### config.mk
export PLATFORM = sky130hd
export DESIGN_NAME = tcmp_timer16
export DESIGN_NICKNAME = d
export VERILOG_FILES = /design/src/tcmp_pkg.sv /design/src/tcmp_timer16.sv
export SDC_FILE = /design/constraint.sdc
export NUM_CORES = 1
export LEC_CHECK = 0
export BUFFER_PORTS_ARGS = -buffer_cell sky130_fd_sc_hd__buf_2
export CAP_MARGIN = 20
export CORE_AREA = 2 2 123 245
export CTS_CLUSTER_DIAMETER = 80
export DETAILED_ROUTE_END_ITERATION = 8
export DIE_AREA = 0 0 125 247
export GPL_ROUTABILITY_DRIVEN = 1
export PLACE_DENSITY_LB_ADDON = 0.12
export SYNTH_ARGS = -nofsm -noshare
export SYNTH_HDL_FRONTEND = slang
export SYNTH_SLANG_ARGS = --single-unit
### constraint.sdc
create_clock -name clk -period 5.45 [get_ports clk]
set_input_delay 0.545 -clock clk [delete_from_list [all_inputs] [get_ports clk]]
set_output_delay 0.545 -clock clk [all_outputs]
set_load 0.005 [all_outputs]
### src/tcmp_pkg.sv
// package: register map, field layout, mode codes and bus carriers of the 16-bit timer compare block
package tcmp_pkg;

  localparam int ADDR_W = 8;

  // register byte offsets
  localparam logic [ADDR_W-1:0] OFS_CTRL = 8'h00;
  localparam logic [ADDR_W-1:0] OFS_COUNT = 8'h04;
  localparam logic [ADDR_W-1:0] OFS_CMP_A = 8'h08;
  localparam logic [ADDR_W-1:0] OFS_CMP_B = 8'h0C;
  localparam logic [ADDR_W-1:0] OFS_CAPT = 8'h10;
  localparam logic [ADDR_W-1:0] OFS_FLAGS = 8'h14;
  localparam logic [ADDR_W-1:0] OFS_FORCE = 8'h18;
  localparam logic [ADDR_W-1:0] OFS_ROUTE = 8'h1C;
  localparam logic [ADDR_W-1:0] OFS_PORT = 8'h20;
  localparam logic [ADDR_W-1:0] OFS_STATUS = 8'h24;

  // control register fields
  localparam int WAVE_LSB = 0;
  localparam int ACT_A_LSB = 4;
  localparam int ACT_B_LSB = 6;
  // port register fields
  localparam int PORT_DAT_LSB = 0;
  localparam int PORT_DIR_LSB = 2;
  // status register fields
  localparam int STAT_OC_LSB = 0;
  localparam int STAT_BLK_BIT = 2;

  // flag bits
  localparam int FLG_OVF = 0;
  localparam int FLG_CMP_A = 1;
  localparam int FLG_CMP_B = 2;
  localparam int FLG_CAPT = 3;

  // waveform select codes
  localparam logic [3:0] MODE_NORMAL = 4'h0;
  localparam logic [3:0] MODE_CLR_A = 4'h4;
  localparam logic [3:0] MODE_CLR_CAPT = 4'hC;
  localparam logic [3:0] MODE_RSVD = 4'hD;

  // fixed counter limits
  localparam logic [15:0] CNT_MAX = 16'hFFFF;
  localparam logic [15:0] CNT_BOTTOM = 16'h0000;
  localparam logic [15:0] TOP_8BIT = 16'h00FF;
  localparam logic [15:0] TOP_9BIT = 16'h01FF;
  localparam logic [15:0] TOP_10BIT = 16'h03FF;

  // compare output actions
  localparam logic [1:0] ACT_NONE = 2'h0;
  localparam logic [1:0] ACT_TOGGLE = 2'h1;
  localparam logic [1:0] ACT_CLEAR = 2'h2;
  localparam logic [1:0] ACT_SET = 2'h3;

  // bus responses and reset values
  localparam logic [1:0] RESP_OKAY = 2'h0;
  localparam logic [1:0] RESP_SLVERR = 2'h2;
  localparam logic OC_RESET = 1'b0;

  typedef struct packed {
    logic awvalid;
    logic [ADDR_W-1:0] awaddr;
    logic wvalid;
    logic [31:0] wdata;
    logic [3:0] wstrb;
    logic bready;
    logic arvalid;
    logic [ADDR_W-1:0] araddr;
    logic rready;
  } tcmp_axi_req_s;

  typedef struct packed {
    logic awready;
    logic wready;
    logic bvalid;
    logic [1:0] bresp;
    logic arready;
    logic rvalid;
    logic [31:0] rdata;
    logic [1:0] rresp;
  } tcmp_axi_rsp_s;

  typedef struct packed {
    tcmp_axi_rsp_s rsp;
    logic awHeld;
    logic [ADDR_W-1:0] awAddr;
    logic wHeld;
    logic [31:0] wData;
    logic [3:0] wStrb;
    logic [3:0] wave;
    logic [1:0][1:0] act;
    logic [15:0] cnt;
    logic [1:0][15:0] cmp;
    logic [15:0] capt;
    logic [3:0] flags;
    logic [1:0] route;
    logic [1:0] portDat;
    logic [1:0] portDir;
    logic [1:0] oc;
    logic blk;
    logic [1:0] pinOut;
    logic [1:0] pinOe;
  } tcmp_state_s;

endpackage

### src/tcmp_timer16.sv
// 16-bit timer with two output compare channels, clear-on-match and AXI4-Lite registers
//
// Summary of operation
// [RULE_01] counter write blocks matches next timer tick
// [RULE_02] written TOP in PWM ignored, counts to max
// [RULE_03] software avoids writing BOTTOM while counting down
// [RULE_04] output state survives waveform mode changes
// [RULE_05] action bits take effect at next match
// [RULE_06] reset clears both output states to zero
// [RULE_07] route bit plus nonzero action overrides port
// [RULE_08] port direction still gates pin drive
// [RULE_09] action zero leaves output state unchanged
// [RULE_10] action bits never touch capture logic
// [RULE_11] force strobe applies action at once, non-PWM
// [RULE_12] only waveform select shapes counting
// [RULE_13] PWM: polarity; otherwise set, clear, toggle (toggle action still flips on each match in PWM modes)
// [RULE_14] normal mode counts up, wraps max to zero
// [RULE_15] normal mode overflow flag set on wrap
// [RULE_16] normal mode accepts counter writes anytime
// [RULE_17] clear-on-match: TOP from compare A or capture
// [RULE_18] TOP hit sets compare A or capture flag
// [RULE_19] unbuffered TOP; missed TOP waits for wrap
// [RULE_20] toggle action halves match rate on pin
// [RULE_21] clear-on-match overflow flag on max wrap
// [RULE_22] match sets flag; ack or write-one clears
// [RULE_23] forced compare sets no flag, keeps counter
// [RULE_24] both channels identical, only A gives TOP
//
// Chosen here: register access over AXI4-Lite and the register offsets.
`timescale 1ns/10ps

module tcmp_timer16 (
  // clock and reset
  input wire logic clk,
  input wire logic sys_rst,
  // register bus
  input wire tcmp_pkg::tcmp_axi_req_s axiReq,
  output tcmp_pkg::tcmp_axi_rsp_s axiRsp,
  // prescaled timer clock enable and interrupt acknowledges
  input wire logic timerTick,
  input wire logic [3:0] flagAck,
  // compare output pins
  output logic [1:0] pinOut,
  output logic [1:0] pinOe
);

  //////////////////////////////////////////////////////////////////////////////

  tcmp_pkg::tcmp_state_s st_ff;
  tcmp_pkg::tcmp_state_s nxt_st;

  logic wrEn;
  logic rdEn;
  logic [31:0] wrWord;
  logic cntWr;
  logic [1:0] forceHit;
  logic [3:0] flagClr;
  logic [3:0] flagSet;
  logic pwm;
  logic [15:0] topVal;
  logic topHit;
  logic wrapHit;
  logic [1:0] match;

  //////////////////////////////////////////////////////////////////////////////

  // counter limit for each waveform select; channel A alone may supply it
  function automatic logic [15:0] topOf(input logic [3:0] wave, input logic [15:0] cmpA,
                                        input logic [15:0] capt);
    case (wave)
      4'h1, 4'h5: topOf = tcmp_pkg::TOP_8BIT;
      4'h2, 4'h6: topOf = tcmp_pkg::TOP_9BIT;
      4'h3, 4'h7: topOf = tcmp_pkg::TOP_10BIT;
      4'h4, 4'h9, 4'hB, 4'hF: topOf = cmpA; // see [RULE_17] see [RULE_24]
      4'h8, 4'hA, 4'hC, 4'hE: topOf = capt; // see [RULE_17]
      default: topOf = tcmp_pkg::CNT_MAX;
    endcase
  endfunction

  function automatic logic topFromCapt(input logic [3:0] wave);
    case (wave)
      4'h8, 4'hA, 4'hC, 4'hE: topFromCapt = 1'b1;
      default: topFromCapt = 1'b0;
    endcase
  endfunction

  function automatic logic isPwm(input logic [3:0] wave);
    case (wave)
      tcmp_pkg::MODE_NORMAL, tcmp_pkg::MODE_CLR_A, tcmp_pkg::MODE_CLR_CAPT,
      tcmp_pkg::MODE_RSVD: isPwm = 1'b0;
      default: isPwm = 1'b1;
    endcase
  endfunction

  // output state after a match or TOP event under the given action
  function automatic logic nextOc(input logic oc, input logic [1:0] act, input logic pwmMode,
                                  input logic hit, input logic atTop);
    logic res;
    res = oc;
    if (pwmMode) begin
      // clear and set pick the polarity, level restored when the count restarts; toggle flips on each match
      if (atTop && act == tcmp_pkg::ACT_CLEAR) begin
        res = 1'b0; // see [RULE_13]
      end else if (atTop && act == tcmp_pkg::ACT_SET) begin
        res = 1'b1; // see [RULE_13]
      end
      if (hit) begin
        case (act)
          tcmp_pkg::ACT_TOGGLE: res = ~oc;
          tcmp_pkg::ACT_CLEAR: res = 1'b1;
          tcmp_pkg::ACT_SET: res = 1'b0;
          default: res = res; // see [RULE_09]
        endcase
      end
    end else if (hit) begin
      case (act)
        tcmp_pkg::ACT_TOGGLE: res = ~oc; // see [RULE_13] see [RULE_20]
        tcmp_pkg::ACT_CLEAR: res = 1'b0;
        tcmp_pkg::ACT_SET: res = 1'b1;
        default: res = oc; // see [RULE_09]
      endcase
    end
    nextOc = res;
  endfunction

  function automatic logic [31:0] regRead(input tcmp_pkg::tcmp_state_s s,
                                          input logic [tcmp_pkg::ADDR_W-1:0] addr);
    logic [31:0] v;
    v = 32'h0000_0000;
    case (addr)
      tcmp_pkg::OFS_CTRL: begin
        v[tcmp_pkg::WAVE_LSB +: 4] = s.wave;
        v[tcmp_pkg::ACT_A_LSB +: 2] = s.act[0];
        v[tcmp_pkg::ACT_B_LSB +: 2] = s.act[1];
      end
      tcmp_pkg::OFS_COUNT: v[15:0] = s.cnt;
      tcmp_pkg::OFS_CMP_A: v[15:0] = s.cmp[0];
      tcmp_pkg::OFS_CMP_B: v[15:0] = s.cmp[1];
      tcmp_pkg::OFS_CAPT: v[15:0] = s.capt;
      tcmp_pkg::OFS_FLAGS: v[3:0] = s.flags;
      tcmp_pkg::OFS_ROUTE: v[1:0] = s.route;
      tcmp_pkg::OFS_PORT: begin
        v[tcmp_pkg::PORT_DAT_LSB +: 2] = s.portDat;
        v[tcmp_pkg::PORT_DIR_LSB +: 2] = s.portDir;
      end
      tcmp_pkg::OFS_STATUS: begin
        v[tcmp_pkg::STAT_OC_LSB +: 2] = s.oc;
        v[tcmp_pkg::STAT_BLK_BIT] = s.blk;
      end
      default: v = 32'h0000_0000;
    endcase
    regRead = v;
  endfunction

  function automatic logic mapped(input logic [tcmp_pkg::ADDR_W-1:0] addr);
    case (addr)
      tcmp_pkg::OFS_CTRL, tcmp_pkg::OFS_COUNT, tcmp_pkg::OFS_CMP_A, tcmp_pkg::OFS_CMP_B,
      tcmp_pkg::OFS_CAPT, tcmp_pkg::OFS_FLAGS, tcmp_pkg::OFS_FORCE, tcmp_pkg::OFS_ROUTE,
      tcmp_pkg::OFS_PORT, tcmp_pkg::OFS_STATUS: mapped = 1'b1;
      default: mapped = 1'b0;
    endcase
  endfunction

  //////////////////////////////////////////////////////////////////////////////

  always_comb begin
    nxt_st = st_ff;
    cntWr = 1'b0;
    forceHit = 2'b00;
    flagClr = flagAck; // see [RULE_22]
    flagSet = 4'h0;
    match = 2'b00;
    pwm = isPwm(st_ff.wave);
    topVal = topOf(st_ff.wave, st_ff.cmp[0], st_ff.capt);

    // bus: address and data are taken independently, in either order
    if (st_ff.rsp.bvalid && axiReq.bready) begin
      nxt_st.rsp.bvalid = 1'b0;
    end
    if (axiReq.awvalid && st_ff.rsp.awready) begin
      nxt_st.awHeld = 1'b1;
      nxt_st.awAddr = axiReq.awaddr;
    end
    if (axiReq.wvalid && st_ff.rsp.wready) begin
      nxt_st.wHeld = 1'b1;
      nxt_st.wData = axiReq.wdata;
      nxt_st.wStrb = axiReq.wstrb;
    end

    wrEn = st_ff.awHeld && st_ff.wHeld && !st_ff.rsp.bvalid;
    wrWord = regRead(st_ff, st_ff.awAddr);
    for (int b = 0; b < 4; b++) begin
      if (st_ff.wStrb[b]) begin
        wrWord[8*b +: 8] = st_ff.wData[8*b +: 8];
      end
    end

    if (wrEn) begin
      nxt_st.awHeld = 1'b0;
      nxt_st.wHeld = 1'b0;
      nxt_st.rsp.bvalid = 1'b1;
      nxt_st.rsp.bresp = mapped(st_ff.awAddr) ? tcmp_pkg::RESP_OKAY : tcmp_pkg::RESP_SLVERR;
      case (st_ff.awAddr)
        tcmp_pkg::OFS_CTRL: begin
          // mode change leaves the output state alone
          nxt_st.wave = wrWord[tcmp_pkg::WAVE_LSB +: 4]; // see [RULE_04] see [RULE_12]
          nxt_st.act[0] = wrWord[tcmp_pkg::ACT_A_LSB +: 2]; // see [RULE_05]
          nxt_st.act[1] = wrWord[tcmp_pkg::ACT_B_LSB +: 2];
        end
        tcmp_pkg::OFS_COUNT: cntWr = 1'b1; // see [RULE_16]
        tcmp_pkg::OFS_CMP_A: nxt_st.cmp[0] = wrWord[15:0]; // see [RULE_19]
        tcmp_pkg::OFS_CMP_B: nxt_st.cmp[1] = wrWord[15:0];
        tcmp_pkg::OFS_CAPT: nxt_st.capt = wrWord[15:0]; // see [RULE_19]
        tcmp_pkg::OFS_FLAGS: flagClr = flagAck | (st_ff.wData[3:0] & {4{st_ff.wStrb[0]}});
        tcmp_pkg::OFS_FORCE: begin
          // strobes are ignored in PWM modes and read back as zero
          forceHit = (st_ff.wData[1:0] & {2{st_ff.wStrb[0]}}) & {2{!pwm}}; // see [RULE_11]
        end
        tcmp_pkg::OFS_ROUTE: nxt_st.route = wrWord[1:0];
        tcmp_pkg::OFS_PORT: begin
          nxt_st.portDat = wrWord[tcmp_pkg::PORT_DAT_LSB +: 2];
          nxt_st.portDir = wrWord[tcmp_pkg::PORT_DIR_LSB +: 2];
        end
        default: nxt_st.rsp.bresp = nxt_st.rsp.bresp;
      endcase
    end
    nxt_st.rsp.awready = !nxt_st.awHeld && !nxt_st.rsp.bvalid;
    nxt_st.rsp.wready = !nxt_st.wHeld && !nxt_st.rsp.bvalid;

    // read channel: one outstanding read, data frozen until taken
    rdEn = axiReq.arvalid && st_ff.rsp.arready;
    if (st_ff.rsp.rvalid && axiReq.rready) begin
      nxt_st.rsp.rvalid = 1'b0;
    end
    if (rdEn) begin
      nxt_st.rsp.rvalid = 1'b1;
      nxt_st.rsp.rdata = regRead(st_ff, axiReq.araddr);
      nxt_st.rsp.rresp = mapped(axiReq.araddr) ? tcmp_pkg::RESP_OKAY : tcmp_pkg::RESP_SLVERR;
    end
    nxt_st.rsp.arready = !nxt_st.rsp.rvalid;

    // matches are only evaluated on a timer tick and not right after a count write
    topHit = timerTick && !st_ff.blk && st_ff.wave != tcmp_pkg::MODE_NORMAL &&
             st_ff.cnt == topVal; // see [RULE_01] see [RULE_02]
    // a count write at the tick edge wins, so no wrap happens then; only a PWM TOP hit can still set overflow
    wrapHit = timerTick && !cntWr && st_ff.cnt == tcmp_pkg::CNT_MAX; // see [RULE_14]
    for (int c = 0; c < 2; c++) begin
      // identical per channel; the capture side never reads the action bits
      match[c] = timerTick && !st_ff.blk && st_ff.cnt == st_ff.cmp[c]; // see [RULE_01] see [RULE_24]
      nxt_st.oc[c] = nextOc(st_ff.oc[c], st_ff.act[c], pwm, match[c] || forceHit[c],
                            pwm && topHit); // see [RULE_10] see [RULE_23]
    end

    // counter: a write overrides the tick and arms one tick of blocking
    if (cntWr) begin
      nxt_st.cnt = wrWord[15:0];
      nxt_st.blk = 1'b1; // see [RULE_01]
    end else if (timerTick) begin
      nxt_st.blk = 1'b0;
      if (topHit) begin
        nxt_st.cnt = tcmp_pkg::CNT_BOTTOM; // see [RULE_17]
      end else begin
        nxt_st.cnt = st_ff.cnt + 16'h0001; // see [RULE_14] see [RULE_19]
      end
    end

    flagSet[tcmp_pkg::FLG_OVF] = wrapHit || (pwm && topHit); // see [RULE_15] see [RULE_21]
    flagSet[tcmp_pkg::FLG_CMP_A] = match[0]; // see [RULE_18] see [RULE_22]
    flagSet[tcmp_pkg::FLG_CMP_B] = match[1]; // see [RULE_22]
    flagSet[tcmp_pkg::FLG_CAPT] = topHit && topFromCapt(st_ff.wave); // see [RULE_18]
    // a set in the clearing cycle wins so no event is lost
    nxt_st.flags = (st_ff.flags & ~flagClr) | flagSet; // see [RULE_22]

    // pins follow the state just computed so the flop output is aligned with it
    for (int c = 0; c < 2; c++) begin
      if (nxt_st.act[c] != tcmp_pkg::ACT_NONE && nxt_st.route[c]) begin
        nxt_st.pinOut[c] = nxt_st.oc[c]; // see [RULE_07]
      end else begin
        nxt_st.pinOut[c] = nxt_st.portDat[c];
      end
    end
    nxt_st.pinOe = nxt_st.portDir; // see [RULE_08]
  end

  //////////////////////////////////////////////////////////////////////////////

  always_ff @(posedge clk or posedge sys_rst) begin
    if (sys_rst) begin
      st_ff <= '0; // see [RULE_06]
    end else begin
      st_ff <= nxt_st;
    end
  end

  assign axiRsp = st_ff.rsp;
  assign pinOut = st_ff.pinOut;
  assign pinOe = st_ff.pinOe;

endmodule

==> results of run 1 <==
==> registers in the layout, indices dropped and copies added (netlist names) <==
signal	flops
axiRsp	23
pinOe	2
pinOut	2
st_ff	111
==> cells by family (layout without fill, tap and decap cells) <==
family	Yosys count	in the layout
flip-flops	138	138
AO/OA/AOI/OAI	275	275
other	1	18
AND/OR/NAND/NOR	305	305
multiplexers	70	70
adder cells (fa/ha/maj)	2	2
XOR/XNOR	41	41
buffers and inverters	140	147
==> through the flow <==
| step | cell area [um2] | util (%) | instances | hold WS (ns) |
|---|---|---|---|---|
| after floorplan | 8648 | - | 989 | 0.4400 |
| after global placement | 8961 | 30.71 | 1328 | 0.4575 |
| after detailed placement | 8961 | 30.71 | 1328 | 0.4559 |
| after CTS | 9642 | 33.05 | 1360 | 0.2961 |
| after global routing | 9642 | 33.05 | 1360 | 0.3061 |
| final | 9642 | 33.05 | 1360 | 0.2910 |
==> final cells by class <==
cell class | count | area [um2] | area share, %
multi-input combinational | 711 | 4484 | 46.51
timing repair buffer | 83 | 442.9 | 4.594
clock buffer | 18 | 439.2 | 4.555
inverter | 32 | 125.1 | 1.298
sequential | 138 | 3453 | 35.82
tap | 364 | 455.4 | 4.724
clock inverter | 14 | 241.5 | 2.505
==> where the power goes <==
group          leakage [nW]  internal (mW)  total, mW  switching [mW]
Clock                 0.331          0.873       1.37           0.493
Combinational          1.92          0.513       1.21           0.694
Sequential             1.80           1.25       1.79           0.540
==> routing by layer <==
metal	GRT usage [%]	part of all wire, %	vias up	wire length [um]
li1	-	-	3480	-
met1	26.95	44	3661	13640
met2	32.80	47	296	14790
met3	3.332	5.4	46	1699
met4	9.281	3.4	0	1073
met5	0	0	-	0
==> worst min-delay path by stage <==
stage,from,end,slack (ns),cells after the start
after floorplan,axiRsp[37],axiRsp[37],0.44,2
final,sys_rst,axiRsp[34],0.29,2
after CTS,axiReq[23],st_ff[101],0.30,2
after global placement,axiRsp[2],axiRsp[2],0.46,2
after global routing,axiReq[11],st_ff[89],0.31,2
after detailed placement,axiRsp[37],axiRsp[37],0.46,2
==> cells in the final DEF, fill, tap and decap left out, types with 3 or more instances in the layout <==
master and count:
mux2i_1 30, mux2_2 39, or3_1 4, bufinv_16 6
nand3b_1 7, clkbuf_16 17, a2bb2oi_1 4, nor2b_1 10
nor4_1 10, o21ai_0 90, a31oi_1 25, or4_1 3
a211oi_1 12, a32oi_1 5, a221oi_1 16, dfrtp_1 138
nor2_1 43, or2_2 5, o22ai_1 8, buf_4 11
o21ai_1 10, nand2b_1 6, nor3_1 17, a21oi_1 33
o211ai_1 8, inv_1 31, and2_1 6, xor2_1 24
inv_6 4, buf_2 72, nand4_1 8, nand3_1 16
conb_1 18, a22oi_1 42, nand2_1 141, nor3b_1 3
and3_1 9, xnor2_1 17
==> impl_metrics.csv, run 1 <==
group,metric,value,unit
yosys,synth_ff_type,"dfrtp_1",
routing,vias,7483,
clocking,cts_hold_buf,0,
status,status,"complete, no violations",
sta,worst_slack,1.634,ns
yosys,synth.most_common_cell,"nand2_1",
final_layout,fillers,3096,
sta,fin_skew,0.01552,ns
placed_design,place_ws,1.675,ns
sta,drv_slew,0,
yosys,ys.warnings.count,0,
clocking,cts_setup_buffers,0,
yosys,synthTopCellsByCount,"nand2_1, dfrtp_1, o21ai_0",
routing,dr.pass1.iters,6,
clocking,clockBufferDepth,2,
yosys,synth-xor-area-share,4.183,%
sta,post-route-min-period,3.816,ns
clocking,cts-root-buf,"clkbuf_16",
sta,setup_tns,0,ns
yosys,yosysTopAreaCell,"dfrtp_1",
placed_design,io_buffers,72,
pwr,total_power,4.365,mW
global_routing,overflow,0,
yosys,yosys-mux-area-fraction,8.876,%
worst_setup_path,arrival,4.11,ns
final_layout,final_nets,1048,
worst_setup_path,crit_top_cell,"a31oi_1",
sta,slew_headroom,27.56,%
worst_setup_path,cp_cell_sequence,"or2_4 -> o21ai_1 -> a21oi_1 -> xnor2_1 -> nor4_4 -> nand3_1 -> a31oi_1 -> a31oi_1",
routing,drt_iter0_drc,634,
floorplanning,pin_count,109,
yosys,yosysSeqAreaShare,40.23,%
final_layout,syn_to_final_growth,12.32,%
routing,routed_via_density,5.502,
worst_setup_path,crit_type,"reg -> reg",
worst_setup_path,cp_slowest_cell,"nor4_4",
pwr,p_leak,4.058,nW
floorplanning,die-area,30880,um2
routing,antenna_left,0,
worst_setup_path,ff2ff_path_depth,8,
sta,fmax,262.0,MHz
run,cap_violations,0,
global_routing,grt_max_degree,99,
yosys,synth-seq-cells,138,
worst_setup_path,crit_required,5.75,ns
clocking,cts_sinks,138,
sta,rsz0062_at_grt,"false",
worst_setup_path,critPathLaunchType,"flop",
worst_setup_path,crit_cells,8,
clocking,clkTransAtPathRegs,0.06,ns
yosys,synth-edff-count,0,
pwr,power_density,452.7,nW/um2
worst_setup_path,cp_max_fo,19,
yosys,yosys.area.top_type_share,40.23,%
clocking,tritoncts,"built",
floorplanning,fp.dieH,247,um
sta,hold_viol_final,0,
routing,drc_errors,0,
routing,wl,31200,um
worst_setup_path,rr_endpoint,"st_ff[79]",
global_routing,grt_pass1_vias,7263,
yosys,synth_compound_gate_area_share,20.57,%
yosys,synth_cell_types,67,
yosys,synth_adder_area_share,0.2624,%
worst_setup_path,timing.rr.start,"st_ff[85]",
yosys,avgSynthCellArea,8.832,um2
placed_design,detailed_place_hpwl,22100,um
clocking,h-tree-depth,4,
worst_setup_path,cp_top_family,"simple AND/OR/NAND/NOR gates",
worst_setup_path,end_kind,"flop",
floorplanning,num_rows,89,
min_path,hp-class,"in -> async",
floorplanning,initial_core_util,29.42,%
sta,timing.final.crit_share,70.02,%
placed_design,gp_congestion,0.9317,
pwr,ir_drop,282.6,uV
routing,wl_per_cell,22.94,um
yosys,synth_simple_gate_area_share,17.48,%
yosys,ys_async_sr_fraction,100.0,%
worst_setup_path,worstSetupStartpoint,"st_ff[85]",
global_routing,grt_usage,20.42,%
floorplanning,die_w,125,um
worst_setup_path,critPathMaxStageDelay,0.70,ns
final_layout,diodes,0,
yosys,ys_top_cells_by_area,"dfrtp_1, nand2_1, o21ai_0, mux2_2, buf_4",
global_routing,grt_first_pass_wirelength,47030,um
clocking,cts.repair.resized,0,
floorplanning,design.core.area,29180,um2
yosys,synth_top_family_by_area,"compound AO/OA/AOI/OAI gates",
yosys,netlist_area,8584,um2
yosys,postSynthCellCount,972,
worst_setup_path,cp_num_buf_inv,0,
clocking,clock_latency,0.46,ns
sta,setup_viol,0,
final_layout,drive_above_1_share,17.37,%
clocking,cts_buffers,17,
worst_setup_path,endpoint,"st_ff[79]",
global_routing,grt_antenna_before_repair,0,
sta,tightest_slew,1.075,ns
worst_setup_path,rrSetupSlack,1.63,ns
Power figures use the tool's default switching activity.
==> inputs of run 2 (changes only) <==
clock period = 3.97 ns   (was 5.45 ns; I/O delays follow)
==> run 2 against run 1 <==
Critical path depth is the same. Final cell count rose by 1.7%. Maximum frequency rose by 8.3%. Hold slack worse by 0.12 ns. Critical endpoint is now pinOut[1].
==> impl_metrics.csv, run 2 (synthesis gave the netlist of run 1 again) <==
group,metric,value,unit
sta,rsz0062_at_grt,"false",
final_layout,syn_to_final_growth,13.89,%
sta,worst_slack,0.4474,ns
placed_design,io_buffers,72,
routing,wl,31440,um
worst_setup_path,critPathLaunchType,"flop",
pwr,power.internal,3.569,mW
final_layout,final_nets,1071,
worst_setup_path,rr_endpoint,"pinOut[1]",
placed_design,gp_congestion,0.9794,
final_layout,fillers,3112,
sta,setup_viol,0,
sta,post-route-min-period,3.523,ns
pwr,clkPwrFrac,29.1,%
final_layout,multi_input_area,4482,um2
sta,tightest_slew,0.9493,ns
status,status,"complete, no violations",
worst_setup_path,timing.rr.start,"st_ff[88]",
floorplanning,num_rows,89,
clocking,cts_hold_buf,0,
floorplanning,initial_core_util,29.42,%
routing,routed_via_density,5.482,
placed_design,detailed_place_hpwl,22550,um
routing,drt_iter0_drc,658,
pwr,p_sw_share,39.92,%
clocking,cts_setup_buffers,0,
worst_setup_path,rrSetupSlack,0.45,ns
floorplanning,die_w,125,um
pwr,p_sw,2.372,mW
pwr,comb_power_share,30.8,%
worst_setup_path,crit_type,"reg -> reg",
final_layout,final_cells,1383,
pwr,ir_drop,377.1,uV
final_layout,drive_above_1_share,19.04,%
global_routing,grt_pass1_vias,7483,
sta,timing.final.crit_share,88.73,%
final_layout,ff_latch_area,3453,um2
placed_design,place_inst,1351,
floorplanning,die-area,30880,um2
routing,antenna_left,0,
run,cap_violations,0,
floorplanning,fp.dieH,247,um
clocking,clockBufferDepth,2,
routing,drc_errors,0,
routing,dr.pass1.iters,5,
pwr,total_power,5.941,mW
clocking,cts_buffers,17,
worst_setup_path,arrival,3.84,ns
sta,hold_viol_final,0,
clocking,h-tree-depth,4,
sta,fin_skew,0.01023,ns
clocking,clock_latency,0.45,ns
placed_design,place_ws,0.6140,ns
min_path,hp-class,"in -> async",
floorplanning,pin_count,109,
pwr,seq_power_share,40.1,%
sta,setup_tns,0,ns
clocking,clkTransAtPathRegs,0.06,ns
worst_setup_path,crit_required,4.28,ns
routing,vias,7582,
final_layout,largest_register_ff_count,111,
final_layout,top_register,"st_ff",
sta,drv_slew,0,
global_routing,grt_max_degree,139,
global_routing,grt_usage,20.74,%
global_routing,grt_antenna_before_repair,0,
final_layout,final_cell_mix,"nand2_1, dfrtp_1, o21ai_0",
final_layout,utilization,33.51,%
clocking,tritoncts,"built",
sta,slew_headroom,36.04,%
worst_setup_path,end_kind,"flop",
sta,fmax,283.9,MHz
global_routing,overflow,0,
worst_setup_path,cp_max_fo,18,
final_layout,diodes,0,
clocking,cts-root-buf,"clkbuf_16",
global_routing,grt_first_pass_wirelength,47910,um
pwr,p_leak,4.143,nW
clocking,cts.repair.resized,0,
clocking,cts_sinks,138,
pwr,power_density,607.6,nW/um2
routing,wl_per_cell,22.74,um
floorplanning,design.core.area,29180,um2
final_layout,layout_commonest_cell,"nand2_1",
worst_setup_path,ff2ff_path_depth,8,
run 2: metrics by stage:
stage | hold slack, ns | cell area, um2
floorplan | 0.4400 | 8652
global placement | 0.4571 | 9143
detailed placement | 0.4646 | 9143
CTS | 0.1576 | 9777
global route | 0.1719 | 9777
finish | 0.1734 | 9777
run 2: power groups by stage:
stage               Clock (mW)  Combinational [mW]  Sequential (mW)
finish                    1.73                1.83             2.38
global route              1.83                2.01             2.42
CTS                       1.77                1.84             2.36
detailed placement           0                1.83             2.39
global placement             0                1.82             2.38
floorplan                    0                1.52             1.96
run 2: cell type report:
type	instances	area share (%)
clock buffers	19	4.530
repair buffers	106	6.424
multi-input cells	711	45.84
inverters	32	1.267
flip-flops and latches	138	35.32
well taps	364	4.658
clock inverters	13	1.958
run 2: critical path: stages, from the launching register on:
cell	delay (ns)
dfrtp_1	0.81
nand2b_1	0.45
o21ai_0	0.28
o2111ai_1	0.16
nor4b_1	0.36
and4_1	0.51
and3_1	0.40
mux2i_1	0.31
a2bb2oi_1	0.11
run 2: how the worst max path moves through the flow:
| stage | start | end | slack [ns] |
|---|---|---|---|
| floorplan | st_ff[88] | st_ff[66] | 1.31 |
| global placement | st_ff[88] | pinOut[1] | 0.62 |
| finish | st_ff[88] | pinOut[1] | 0.45 |
| global route | st_ff[88] | pinOut[1] | 0.20 |
| CTS | st_ff[88] | pinOut[1] | 0.60 |
| detailed placement | st_ff[88] | pinOut[1] | 0.61 |
run 2: layer usage:
| layer | vias to the layer above | GRT usage, % | part of all wire [%] |
|---|---|---|---|
| li1 | 3526 | - | - |
| met1 | 3748 | 27.55 | 44 |
| met2 | 260 | 33.18 | 48 |
| met3 | 48 | 2.596 | 4.7 |
| met4 | 0 | 10.46 | 4.1 |
| met5 | - | 0 | 0 |
==> inputs of run 3 (changes only) <==
clock period = 2.9 ns   (was 3.97 ns; I/O delays follow)
==> run 3 against run 2 <==
Sequential power increased by 30%. Maximum frequency increased by 27%. Sequential cell count unchanged. Sequential share of layout area decreased by 1.8 points. Routed wire length increased by 2.4%. Global-route usage increased by 0.38 points. Critical path type unchanged. Critical endpoint is now st_ff[66].
==> impl_metrics.csv, run 3 (synthesis gave the netlist of run 1 again) <==
group,metric,value,unit
clocking,cts_setup_buffers,0,
floorplanning,pin_count,109,
clocking,tritoncts,"built",
floorplanning,num_rows,89,
routing,wl_per_cell,22.29,um
floorplanning,design.core.area,29180,um2
floorplanning,die_w,125,um
sta,setup_viol,0,
sta,tightest_slew,0.8451,ns
sta,hold_viol_final,0,
clocking,clkTransAtPathRegs,0.06,ns
clocking,cts_buffers,17,
pwr,p_sw,3.385,mW
pwr,clkPwrFrac,27.6,%
routing,wl,32190,um
status,status,"complete, no violations",
run,cap_violations,0,
worst_setup_path,end_kind,"flop",
pwr,total_power,8.528,mW
global_routing,overflow,0,
worst_setup_path,crit_type,"reg -> reg",
floorplanning,die-area,30880,um2
floorplanning,fp.dieH,247,um
worst_setup_path,ff2ff_path_depth,11,
sta,post-route-min-period,2.777,ns
worst_setup_path,critPathLaunchType,"flop",
pwr,power.internal,5.143,mW
worst_setup_path,cp_max_fo,9,
final_layout,final_nets,1132,
pwr,p_leak,4.460,nW
clocking,h-tree-depth,4,
placed_design,place_inst,1411,
global_routing,grt_antenna_before_repair,0,
final_layout,top_register,"st_ff",
placed_design,io_buffers,72,
sta,timing.final.crit_share,95.75,%
worst_setup_path,worstSetupStartpoint,"st_ff[88]",
worst_setup_path,arrival,3.09,ns
global_routing,grt_pass1_vias,7691,
clocking,cts-root-buf,"clkbuf_16",
placed_design,gp_congestion,0.9139,
pwr,power_density,827.0,nW/um2
routing,routed_via_density,5.406,
routing,antenna_left,0,
routing,dr.pass1.iters,6,
clocking,cts_sinks,138,
global_routing,grt_max_degree,51,
worst_setup_path,endpoint,"st_ff[66]",
global_routing,grt_first_pass_wirelength,48670,um
pwr,p_sw_share,39.69,%
final_layout,layout_commonest_cell,"nand2_1",
floorplanning,initial_core_util,29.42,%
final_layout,utilization,35.34,%
final_layout,largest_register_ff_count,111,
pwr,seq_power_share,36.2,%
sta,slew_headroom,43.53,%
placed_design,place_area,9618,um2
routing,drt_iter0_drc,673,
min_path,hp-class,"in -> reg",
pwr,ir_drop,497.9,uV
sta,drv_slew,0,
worst_setup_path,rr_endpoint,"st_ff[66]",
routing,vias,7806,
final_layout,final_area,10310,um2
final_layout,syn_to_final_growth,20.11,%
sta,fin_skew,0.008169,ns
routing,drc_errors,0,
worst_setup_path,crit_required,3.21,ns
sta,worst_slack,0.1234,ns
final_layout,diodes,0,
global_routing,grt_usage,21.13,%
worst_setup_path,timing.rr.start,"st_ff[88]",
sta,fmax,360.1,MHz
final_layout,final_cells,1444,
placed_design,place_ws,-0.1197,ns
clocking,clock_latency,0.45,ns
worst_setup_path,rrSetupSlack,0.12,ns
placed_design,detailed_place_hpwl,24330,um
clocking,clockBufferDepth,2,
pwr,comb_power_share,36.2,%
final_layout,drive_above_1_share,24.26,%
final_layout,final_cell_mix,"nand2_1, dfrtp_1, buf_4",
run 3: critical path, cell delays in order, from the launching register on:
cell      delay (ns)
dfrtp_1         0.46
buf_4           0.18
nand2_1         0.13
mux2i_4         0.12
a2111o_1        0.36
a211oi_1        0.32
and4_1          0.30
buf_4           0.19
nand3_1         0.11
buf_4           0.19
a31oi_1         0.19
o21ai_1         0.08
run 3: repair_timing:
item                                   in CTS  in global routing
endpoints found under the hold margin       9                  0
gates resized for setup                     2                  8
setup endpoints to repair                  21                 22
hold buffers                                1                  0
run 3: worst min-delay path by stage:
stage,cells after the start,start,slack [ns],endpoint
5_1_grt,2,axiReq[11],0.06,st_ff[89]
3_5_place_dp,2,sys_rst,0.30,axiRsp[3]
3_3_place_gp,2,sys_rst,0.29,axiRsp[3]
6_report,2,axiReq[29],0.07,st_ff[107]
4_1_cts,2,axiReq[54],0.05,st_ff[132]
2_1_floorplan,1,axiReq[0],0.42,axiRsp[34]
run 3: through the flow:
| step | hold WS [ns] | setup TNS [ns] |
|---|---|---|
| final | 0.06768 | 0 |
| after floorplan | 0.4158 | 0 |
| after global routing | 0.05928 | -0.1526 |
| after global placement | 0.2926 | -3.001 |
| after detailed placement | 0.2981 | -1.420 |
| after CTS | 0.04640 | 0 |
run 3: area by class of cell:
| cell class | instances | area (um2) |
|---|---|---|
| timing repair buffer | 167 | 1114 |
| sequential | 138 | 3456 |
| tap | 364 | 455.4 |
| clock buffer | 18 | 439.2 |
| inverter | 32 | 123.9 |
| fill | 3081 | 18860 |
| clock inverter | 14 | 197.7 |
| multi-input combinational | 711 | 4526 |
run 3: power groups by stage:
stage               combinational [mW]  sequential, mW  clock [mW]
global route                      3.33            3.15        2.50
floorplan                         2.08            2.68           0
detailed placement                3.02            3.09           0
global placement                  3.03            3.08           0
CTS                               3.05            3.06        2.42
finish                            3.09            3.09        2.36
run 3: per-layer routing:
layer / GRT usage, % / vias to the layer above / part of all wire [%]
li1: - / 3652 / -
met1: 27.04 / 3815 / 42
met2: 34.91 / 287 / 49
met3: 3.397 / 52 / 5.6
met4: 9.706 / 0 / 3.9
met5: 0 / - / 0
